**config.mk**
```make
export PLATFORM = sky130hd
export DESIGN_NAME = epp_port
export DESIGN_NICKNAME = d
export VERILOG_FILES = /design/src/epp_pkg.sv /design/src/epp_port.sv
export SDC_FILE = /design/constraint.sdc
export NUM_CORES = 1
export LEC_CHECK = 0
export BUFFER_PORTS_ARGS = -buffer_cell sky130_fd_sc_hd__buf_2
export CORE_MARGIN = 4
export CORE_UTILIZATION = 54
export CTS_CLUSTER_DIAMETER = 120
export DETAILED_ROUTE_END_ITERATION = 8
export PLACE_DENSITY = 0.82
export SYNTH_ARGS = -nofsm -noshare
export SYNTH_HDL_FRONTEND = slang
export SYNTH_SLANG_ARGS = --single-unit
```
**constraint.sdc**
```tcl
create_clock -name CORE_CLK -period 3.4 [get_ports CORE_CLK]
set_input_delay 0.34 -clock CORE_CLK [delete_from_list [all_inputs] [get_ports CORE_CLK]]
set_output_delay 0.34 -clock CORE_CLK [all_outputs]
set_load 0.01 [all_outputs]
```
**src/epp_pkg.sv**
```systemverilog
// package for the enhanced parallel port block: offsets, fields, reset values, timing
// assumes a 10 MHz core clock
package epp_pkg;
  localparam logic [2:0] OFS_DATA = 3'h0;
  localparam logic [2:0] OFS_STATUS = 3'h1;
  localparam logic [2:0] OFS_CONTROL = 3'h2;
  localparam logic [2:0] OFS_ADDRESS = 3'h3;
  localparam logic [2:0] OFS_BYTE0 = 3'h4;
  localparam logic [2:0] OFS_BYTE1 = 3'h5;
  localparam logic [2:0] OFS_BYTE2 = 3'h6;
  localparam logic [2:0] OFS_BYTE3 = 3'h7;
  localparam int ST_TIMEOUT = 0;
  localparam int ST_IRQ = 2;
  localparam int ST_BUSY = 7;
  localparam int CT_STROBE = 0;
  localparam int CT_AUTOFD = 1;
  localparam int CT_INIT = 2;
  localparam int CT_SELIN = 3;
  localparam int CT_IRQ_EN = 4;
  localparam int CT_DIR = 5;
  localparam logic [7:0] DATA_RESET = 8'h00;
  localparam logic [7:0] CONTROL_RESET = 8'h04;
  localparam logic [7:0] ADDRESS_RESET = 8'h00;
  localparam logic [1:0] STATUS_FIXED_ONES = 2'h3;
  localparam int CLK_HZ = 10000000;
  localparam int TIMEOUT_US = 10;
  localparam int TIMEOUT_CYCLES = (TIMEOUT_US * (CLK_HZ / 1000000));
  typedef enum logic [2:0] {
    EPP_IDLE = 3'b000,
    EPP_SETUP = 3'b001,
    EPP_STROBE = 3'b010,
    EPP_WAIT_END = 3'b011,
    EPP_REL_STB = 3'b100,
    EPP_REL_ZWS = 3'b101,
    EPP_REL_DIR = 3'b110
  } epp_state_e;
endpackage

```
**src/epp_port.sv**
```systemverilog
// enhanced parallel port, revision 1.7 handshake, eight byte registers
// assumes synchronous host strobes, host ready open drain, core clock always running
//
// Summary of operation
// - without address or data port access, behaves as extended mode, pulsed interrupt.
// - ready held low beyond 10 us aborts the cycle by releasing ready.
// - time-out releases the active strobe and sets status bit 0.
// - with interrupt enable set, time-out pulses the port interrupt.
// - eight byte registers at offsets 0 to 7.
// - data write drives port lines; status read returns pins and interrupt status.
// - control write drives four control pins, interrupt enable and direction.
// - address register access starts an address write or read cycle.
// - data port 0 access starts a data cycle on bits 7 to 0.
// - data ports 1 to 3 carry upper bytes of wider accesses.
// - address write latches byte, drives lines, write line low, then strobe low.
// - wait low holds host ready low until wait rises.
// - write strobe rising releases strobe, then write line; data changes when both high.
// - address read gates port lines to host, strobe low, same wait handling.
// - read strobe rising releases strobe and floats host data on the same clock.
// - data cycles use data strobe and data registers instead.
// - zero-wait write with wait high asserts zero-wait request, ready stays high.
// - zero-wait end releases strobe, then request, then write line.
// - wait dropping before host ends pulls ready low, no zero-wait request.
// - zero-wait read mirrors write, write line stays high.
// - time-out flag cleared on mode enable, set by time-out, cleared by status read.
// - interrupt follows acknowledge or time-out when enabled, else floats.
`timescale 1ns/100ps
module epp_port
  import epp_pkg::*;
#(
  parameter int TIMEOUT_COUNT = TIMEOUT_CYCLES
) (
  input wire logic CORE_CLK,
  input wire logic RST,
  input wire logic EPP_ENABLE,
  input wire logic [2:0] HOST_ADDR,
  input wire logic HOST_RD_N,
  input wire logic HOST_WR_N,
  input wire logic [7:0] HOST_DATA_IN,
  output logic [7:0] HOST_DATA_OUT,
  output logic HOST_DATA_OE_N,
  output logic HOST_READY_OUT,
  output logic HOST_READY_OE_N,
  output logic ZERO_WAIT_REQUEST_N,
  input wire logic [7:0] PORT_DATA_LINES_IN,
  output logic [7:0] PORT_DATA_LINES_OUT,
  output logic PORT_DATA_LINES_OE_N,
  output logic WRITE_DIR_N,
  output logic ADDRESS_STROBE_N,
  output logic DATA_STROBE_N,
  output logic STROBE_N,
  output logic AUTOFD_N,
  output logic INIT_N,
  output logic SELIN_N,
  input wire logic PORT_WAIT,
  input wire logic PORT_ACK_N,
  input wire logic PORT_ERROR_N,
  input wire logic PORT_SELECT,
  input wire logic PORT_PAPER_END,
  output logic PORT_INTERRUPT_MAIN,
  output logic PORT_INTERRUPT_OE_N
);
  initial begin
    if (TIMEOUT_COUNT < 2 || TIMEOUT_COUNT > 65535) begin
      $error("epp_port: TIMEOUT_COUNT out of range");
    end
  end

  epp_state_e state_ff;
  logic [7:0] data_ff, control_ff, address_ff;
  logic [7:0] xfer_ff [0:3];
  logic timeout_flag_ff, irq_stat_ff, ack_d_ff, en_d_ff;
  logic rd_d_ff, wr_d_ff;
  logic [15:0] tmo_cnt_ff;
  logic cyc_write_ff, cyc_addr_ff, cyc_zws_ff, cyc_tmo_ff;
  logic [1:0] cyc_lane_ff;
  logic [7:0] rd_data;
  logic rd_fall, wr_fall, rd_rise, wr_rise, epp_hit, host_end, tmo_hit, ack_rise;

  assign rd_fall = rd_d_ff && !HOST_RD_N;
  assign wr_fall = wr_d_ff && !HOST_WR_N;
  assign rd_rise = !rd_d_ff && HOST_RD_N;
  assign wr_rise = !wr_d_ff && HOST_WR_N;
  // address and data ports start peripheral cycles
  assign epp_hit = EPP_ENABLE && (HOST_ADDR >= OFS_ADDRESS);
  assign host_end = cyc_write_ff ? HOST_WR_N : HOST_RD_N;
  assign ack_rise = !ack_d_ff && PORT_ACK_N;
  assign tmo_hit = (state_ff == EPP_WAIT_END) && !HOST_READY_OE_N &&
                   (tmo_cnt_ff == 16'(TIMEOUT_COUNT - 1));

  always_ff @(posedge CORE_CLK or posedge RST) begin
    if (RST) begin
      rd_d_ff <= 1'b1;
      wr_d_ff <= 1'b1;
      ack_d_ff <= 1'b1;
      en_d_ff <= 1'b0;
    end else begin
      rd_d_ff <= HOST_RD_N;
      wr_d_ff <= HOST_WR_N;
      ack_d_ff <= PORT_ACK_N;
      en_d_ff <= EPP_ENABLE;
    end
  end

  // plain register writes
  always_ff @(posedge CORE_CLK or posedge RST) begin
    if (RST) begin
      data_ff <= DATA_RESET;
      control_ff <= CONTROL_RESET;
    end else if (wr_fall) begin
      if (HOST_ADDR == OFS_DATA) begin
        data_ff <= HOST_DATA_IN;
      end
      if (HOST_ADDR == OFS_CONTROL) begin
        control_ff <= HOST_DATA_IN;
      end
    end
  end

  // address and transfer byte latches
  always_ff @(posedge CORE_CLK or posedge RST) begin
    if (RST) begin
      address_ff <= ADDRESS_RESET;
      for (int i = 0; i < 4; i++) begin
        xfer_ff[i] <= 8'h00;
      end
    end else if (wr_fall && epp_hit) begin
      if (HOST_ADDR == OFS_ADDRESS) begin
        address_ff <= HOST_DATA_IN;
      end else begin
        xfer_ff[HOST_ADDR[1:0]] <= HOST_DATA_IN;
      end
    end else if (state_ff == EPP_WAIT_END && !cyc_write_ff && !cyc_addr_ff) begin
      xfer_ff[cyc_lane_ff] <= PORT_DATA_LINES_IN;
    end
  end

  // peripheral cycle sequencer
  always_ff @(posedge CORE_CLK or posedge RST) begin
    if (RST) begin
      state_ff <= EPP_IDLE;
      cyc_write_ff <= 1'b0;
      cyc_addr_ff <= 1'b0;
      cyc_zws_ff <= 1'b0;
      cyc_tmo_ff <= 1'b0;
      cyc_lane_ff <= 2'h0;
    end else begin
      case (state_ff)
        EPP_IDLE: begin
          if ((wr_fall || rd_fall) && epp_hit) begin
            cyc_write_ff <= wr_fall;
            cyc_addr_ff <= (HOST_ADDR == OFS_ADDRESS);
            cyc_lane_ff <= HOST_ADDR[1:0];
            cyc_zws_ff <= 1'b0;
            cyc_tmo_ff <= 1'b0;
            state_ff <= EPP_SETUP;
          end
        end
        EPP_SETUP: state_ff <= EPP_STROBE; // write line before strobe
        EPP_STROBE: begin
          cyc_zws_ff <= PORT_WAIT;
          state_ff <= EPP_WAIT_END;
        end
        EPP_WAIT_END: begin
          if (!PORT_WAIT) begin
            cyc_zws_ff <= 1'b0;
          end
          if (tmo_hit) begin
            cyc_tmo_ff <= 1'b1;
            state_ff <= EPP_REL_STB;
          end else if (host_end) begin
            state_ff <= EPP_REL_STB;
          end
        end
        EPP_REL_STB: state_ff <= cyc_zws_ff ? EPP_REL_ZWS : EPP_REL_DIR;
        EPP_REL_ZWS: state_ff <= EPP_REL_DIR;
        EPP_REL_DIR: begin
          if (host_end) begin
            state_ff <= EPP_IDLE;
          end
        end
        default: state_ff <= EPP_IDLE;
      endcase
    end
  end

  // time-out counter, restarted each cycle
  always_ff @(posedge CORE_CLK or posedge RST) begin
    if (RST) begin
      tmo_cnt_ff <= 16'h0000;
    end else if (state_ff != EPP_WAIT_END) begin
      tmo_cnt_ff <= 16'h0000;
    end else if (!HOST_READY_OE_N && !tmo_hit) begin
      tmo_cnt_ff <= tmo_cnt_ff + 16'h0001;
    end
  end

  // status flags
  always_ff @(posedge CORE_CLK or posedge RST) begin
    if (RST) begin
      timeout_flag_ff <= 1'b0;
      irq_stat_ff <= 1'b1;
    end else begin
      if (tmo_hit) begin
        timeout_flag_ff <= 1'b1; // set wins over clear
      end else if ((EPP_ENABLE && !en_d_ff) || (rd_rise && HOST_ADDR == OFS_STATUS)) begin
        timeout_flag_ff <= 1'b0;
      end
      if (control_ff[CT_IRQ_EN] && ack_rise) begin
        irq_stat_ff <= 1'b0;
      end else if (rd_rise && HOST_ADDR == OFS_STATUS) begin
        irq_stat_ff <= 1'b1;
      end
    end
  end

  always_comb begin
    rd_data = 8'h00;
    case (HOST_ADDR)
      OFS_DATA: rd_data = control_ff[CT_DIR] ? PORT_DATA_LINES_IN : data_ff;
      OFS_STATUS: rd_data = {!PORT_WAIT, PORT_ACK_N, PORT_PAPER_END, PORT_SELECT,
                             PORT_ERROR_N, irq_stat_ff, STATUS_FIXED_ONES[1],
                             EPP_ENABLE ? timeout_flag_ff : STATUS_FIXED_ONES[0]};
      OFS_CONTROL: rd_data = {2'h3, control_ff[5:0]};
      OFS_ADDRESS: rd_data = PORT_DATA_LINES_IN;
      default: rd_data = cyc_lane_ff == HOST_ADDR[1:0] ? PORT_DATA_LINES_IN
                         : xfer_ff[HOST_ADDR[1:0]];
    endcase
  end

  // host side outputs
  always_ff @(posedge CORE_CLK or posedge RST) begin
    if (RST) begin
      HOST_DATA_OUT <= 8'h00;
      HOST_DATA_OE_N <= 1'b1;
      HOST_READY_OUT <= 1'b0;
      HOST_READY_OE_N <= 1'b1;
      ZERO_WAIT_REQUEST_N <= 1'b1;
    end else begin
      HOST_DATA_OUT <= rd_data;
      HOST_DATA_OE_N <= HOST_RD_N || (state_ff == EPP_REL_DIR);
      HOST_READY_OUT <= 1'b0;
      HOST_READY_OE_N <= !((state_ff == EPP_STROBE || state_ff == EPP_WAIT_END) &&
                           !PORT_WAIT && !tmo_hit && !cyc_tmo_ff);
      // request held through the strobe release edge, dropped one cycle later
      ZERO_WAIT_REQUEST_N <= !((state_ff == EPP_STROBE && PORT_WAIT) ||
                               (state_ff == EPP_WAIT_END && cyc_zws_ff &&
                                (PORT_WAIT || host_end)));
    end
  end

  // peripheral side outputs
  always_ff @(posedge CORE_CLK or posedge RST) begin
    if (RST) begin
      PORT_DATA_LINES_OUT <= DATA_RESET;
      PORT_DATA_LINES_OE_N <= 1'b0;
      WRITE_DIR_N <= 1'b1;
      ADDRESS_STROBE_N <= 1'b1;
      DATA_STROBE_N <= 1'b1;
    end else begin
      if (state_ff == EPP_IDLE) begin
        PORT_DATA_LINES_OUT <= data_ff;
        PORT_DATA_LINES_OE_N <= control_ff[CT_DIR];
      end else if (state_ff == EPP_SETUP) begin
        PORT_DATA_LINES_OUT <= cyc_addr_ff ? address_ff : xfer_ff[cyc_lane_ff];
        PORT_DATA_LINES_OE_N <= !cyc_write_ff;
      end
      WRITE_DIR_N <= !(cyc_write_ff && state_ff != EPP_IDLE &&
                       state_ff != EPP_REL_DIR);
      ADDRESS_STROBE_N <= !(cyc_addr_ff && (state_ff == EPP_STROBE ||
                            (state_ff == EPP_WAIT_END && !host_end && !tmo_hit)));
      DATA_STROBE_N <= !(!cyc_addr_ff && (state_ff == EPP_STROBE ||
                         (state_ff == EPP_WAIT_END && !host_end && !tmo_hit)));
    end
  end

  // control pins and interrupt
  always_ff @(posedge CORE_CLK or posedge RST) begin
    if (RST) begin
      STROBE_N <= 1'b1;
      AUTOFD_N <= 1'b1;
      INIT_N <= 1'b0;
      SELIN_N <= 1'b1;
      PORT_INTERRUPT_MAIN <= 1'b0;
      PORT_INTERRUPT_OE_N <= 1'b1;
    end else begin
      STROBE_N <= !control_ff[CT_STROBE];
      AUTOFD_N <= !control_ff[CT_AUTOFD];
      INIT_N <= control_ff[CT_INIT];
      SELIN_N <= !control_ff[CT_SELIN];
      PORT_INTERRUPT_MAIN <= tmo_hit || ack_rise;
      PORT_INTERRUPT_OE_N <= !control_ff[CT_IRQ_EN];
    end
  end

  a_timeout_release: assert property (@(posedge CORE_CLK) disable iff (RST)
    tmo_hit |=> HOST_READY_OE_N && ADDRESS_STROBE_N && DATA_STROBE_N)
    else $error("time-out did not release ready and strobes");
  a_timeout_flag: assert property (@(posedge CORE_CLK) disable iff (RST)
    tmo_hit |=> timeout_flag_ff)
    else $error("time-out flag not set");
  a_timeout_irq: assert property (@(posedge CORE_CLK) disable iff (RST)
    tmo_hit && control_ff[CT_IRQ_EN] |=> PORT_INTERRUPT_MAIN && !PORT_INTERRUPT_OE_N)
    else $error("time-out interrupt pulse missing");
  a_irq_pulse: assert property (@(posedge CORE_CLK) disable iff (RST)
    PORT_INTERRUPT_MAIN && !$past(PORT_INTERRUPT_MAIN) && !tmo_hit && !ack_rise
      |=> !PORT_INTERRUPT_MAIN)
    else $error("interrupt not a pulse");
  a_timeout_bound: assert property (@(posedge CORE_CLK) disable iff (RST)
    tmo_cnt_ff <= 16'(TIMEOUT_COUNT - 1))
    else $error("time-out counter overran");
  a_strobe_order: assert property (@(posedge CORE_CLK) disable iff (RST)
    $fell(ADDRESS_STROBE_N) && cyc_write_ff |-> !WRITE_DIR_N && $past(!WRITE_DIR_N))
    else $error("write line not low before strobe");
  a_dir_after_stb: assert property (@(posedge CORE_CLK) disable iff (RST)
    $rose(WRITE_DIR_N) |-> ADDRESS_STROBE_N && DATA_STROBE_N && $past(ADDRESS_STROBE_N)
      && $past(DATA_STROBE_N))
    else $error("write line released before strobe");
  a_zws_ready: assert property (@(posedge CORE_CLK) disable iff (RST)
    !ZERO_WAIT_REQUEST_N |-> HOST_READY_OE_N)
    else $error("zero-wait with ready low");
  a_ready_wait: assert property (@(posedge CORE_CLK) disable iff (RST)
    !HOST_READY_OE_N |-> $past(!PORT_WAIT))
    else $error("ready low while wait high");
  a_data_stable: assert property (@(posedge CORE_CLK) disable iff (RST)
    !ADDRESS_STROBE_N || !DATA_STROBE_N |-> $stable(PORT_DATA_LINES_OUT))
    else $error("port data changed under strobe");
  a_read_dir_high: assert property (@(posedge CORE_CLK) disable iff (RST)
    state_ff != EPP_IDLE && !cyc_write_ff |=> WRITE_DIR_N)
    else $error("write line low in read cycle");
endmodule // epp_port

```
==> impl_metrics.yaml <==
outcome:
  status: "complete, no violations"
yosys:
  netlist_instances: 559
  mappedNetlistArea_um2: 6280
  synth_edf_count: 0
  yosysSeqAreaShare: 0.457
  synth_cell_types: 60
  synth_top_area_cell: "dfrtp_1"
  syn_nets: 589
  syn_area_per_cell_um2: 11.2
  yosys_warnings: 0
  synthFlopType: "dfrtp_1"
  synth-async-reset-ratio: 1.00
  synth_top_area_frac: 0.395
  synth-seq-cells: 114
  synth_area_leaders: "dfrtp_1 39%, mux2i_1 7.5%, mux2_2 7.0%"
final_layout:
  diodes: 0
  drive_above_1_share: 0.316
  nets: 637
  final_common_cell: "dfrtp_1"
  final_core_util: 0.631
  layout_common_cells: "99 x dfrtp_1, 75 x nand2_1, 57 x buf_2"
  area_growth_pct: 14.8
timing:
  finalHoldViolCount: 0
  worst_pin_slew_ps: 902
  tns_ps: 0
  fmaxAchievable_ghz: 0.427
  skew_ps: 10.2
  fin_crit_ps: 2340
  finalCritPeriodShare: 0.689
  setup_viol: 0
  max_slew_margin: 0.399
  rsz0062_at_grt: "false"
  drv_slew: 0
detailed_routing:
  dr.pass1.iters: 5
  wl_per_cell_um: 20.6
  drcViolationCount: 0
  routed_wirelength_mm: 15.7
  viasPerCell: 6.27
  vias: 4782
  ant_nets: 0
  drtIter0Drc: 697
pwr:
  power_density_nw_per_um2: 774
  power.leakage_nw: 3.12
  vdd_drop_max_mv: 0.783
clock_tree:
  htreeDepth: 4
  clock_path_buffers: 2
  cts_setup_buffers: 0
  cts_resized: 0
  clkTransAtPathRegs_ps: 50
  clock_sinks: 114
  numCtsBuffers: 17
  cts_root_buf: "clkbuf_16"
  ctsHoldBuffers: 0
  cts_tree: "built"
  clk_latency_ps: 420
floorplanning:
  start_util: 0.550
  rows: 39
  coreArea_um2: 11400
  io_pins: 59
  die_x_um: 116
  die_h_um: 116
  die_area_um2: 13400
placed_design:
  place.gp.congestion: 0.865
  dp_hpwl_mm: 10.7
  portBuffers: 57
worst_setup_path:
  worstPathRequired_ps: 3690
  arrival_ps: 2640
  r2r_end: "xfer_ff[19]"
  ff2ff_path_depth: 4
  path_class: "flop to flop"
  worst_path_max_delay_cell: "dfrtp_1"
  critPathLaunchType: "flop"
  max_stage_delay_ps: 790
  cp-startpoint: "cyc_lane_ff[0]"
  reg2reg_setup_slack_ps: 1060
  endpoint: "xfer_ff[19]"
  worstPathMaxFanout: 14
  end_kind: "flop"
  reg2reg_from: "cyc_lane_ff[0]"
  cpMostUsedCell: "mux2_4"
  path_cells: "nor2b_1, and3_1, mux2_4, mux2_4"
grt:
  antenna_found_initial: 0
  grt_pass1_vias: 4766
  grt_pass1_wl_mm: 25.3
  grt.total_usage: 0.246
  grt_max_degree: 73
  grt_overflow: 0
worst_hold_path:
  holdPathStages: 1
  hp-class: "input pin to flop"
run:
  maxCapViolCount: 0
## logic make-up (layout without fill, tap and decap cells)
kind of cell | count (synthesis) | count (layout) | share of synthesized area
simple gates | 178 | 178 | 0.134
buf+inv | 48 | 109 | 0.0377
mux | 131 | 131 | 0.274
flops | 114 | 114 | 0.457
fa+ha+maj | 1 | 1 | 0.00199
xor+xnor | 10 | 10 | 0.0139
compound gates | 76 | 76 | 0.0803
other cells | 1 | 1 | 0.000597
## Yosys cell counts, types with 2 or more instances
cell / n
or3_1: 4
nand4_1: 12
mux4_2: 18
nor2b_1: 10
mux2i_1: 47
clkbuf_4: 2
mux2_4: 27
xor2_1: 6
nand3_1: 5
dfstp_2: 15
and2_1: 3
nor4_1: 2
buf_6: 2
o21ai_0: 23
dfrtp_1: 99
buf_2: 8
o31ai_1: 2
buf_1: 4
and3_1: 7
clkbuf_1: 12
a21oi_1: 15
and4_1: 2
xnor2_1: 4
buf_4: 6
nor2_1: 41
or4_1: 2
nor3_1: 2
o22a_1: 2
mux2_2: 39
inv_1: 13
a22oi_1: 9
nand2_1: 75
a31oi_1: 2
and3b_1: 2
a221oi_1: 9
nand2b_1: 4
## layout make-up
type / count / area, um2
Fill cell: 855 / 4210
Timing Repair Buffer: 64 / 350
Tap cell: 143 / 179
Sequential cell: 114 / 2870
Clock inverter: 5 / 75.1
Inverter: 13 / 51.3
Clock buffer: 27 / 503
Multi-Input combinational cell: 397 / 3180
## registers in the layout, indices dropped and copies added, names as in the netlist, 2 cells and up
register / flops
control_ff: 6
address_ff: 8
HOST_DATA_OUT: 8
data_ff: 8
tmo_cnt_ff: 16
xfer_ff: 32
state_ff: 3
cyc_lane_ff: 2
PORT_DATA_LINES_OUT: 8
## worst min path at each step
stage	startpoint	slack, ps	endpoint
floorplan	PORT_ACK_N	340	ack_d_ff
CTS	HOST_WR_N	50	wr_d_ff
finish	PORT_ACK_N	60	ack_d_ff
global placement	control_ff[0]	380	STROBE_N
detailed placement	control_ff[0]	390	STROBE_N
global route	PORT_ACK_N	50	ack_d_ff
## per-stage QoR
step           cells  worst slack (ps)  power, W  hold slack [ps]  cell area, um2
6_report         763              1060   0.00558             58.0            7210
5_1_grt          763               893   0.00585             48.9            7210
4_1_cts          763              1050   0.00557             46.0            7210
3_5_place_dp     731               926   0.00380              393            6630
3_3_place_gp     731              1010   0.00373              384            6630
2_1_floorplan    559              69.1   0.00333              344            6280
## routing by layer
layer	vias up	global-route usage	part of all wire
met5	-	0	0
met4	0	0.0944	0.027
met3	51	0.0731	0.097
met2	264	0.374	0.47
met1	2361	0.336	0.41
li1	2106	-	-
## worst max-delay path: cells and delay by family, from the launching register on
family,cells,cell delay (ps)
muxes,2,590
and+or+nand+nor,2,830
DFF,1,790
## report_power, final
part	total (W)	internal, W	switching [W]
logic	0.00173	0.000866	0.000865
clock network	0.00174	0.00115	0.000589
registers	0.00211	0.00175	0.000358
Note: power is estimated with default switching activity, not from simulation.
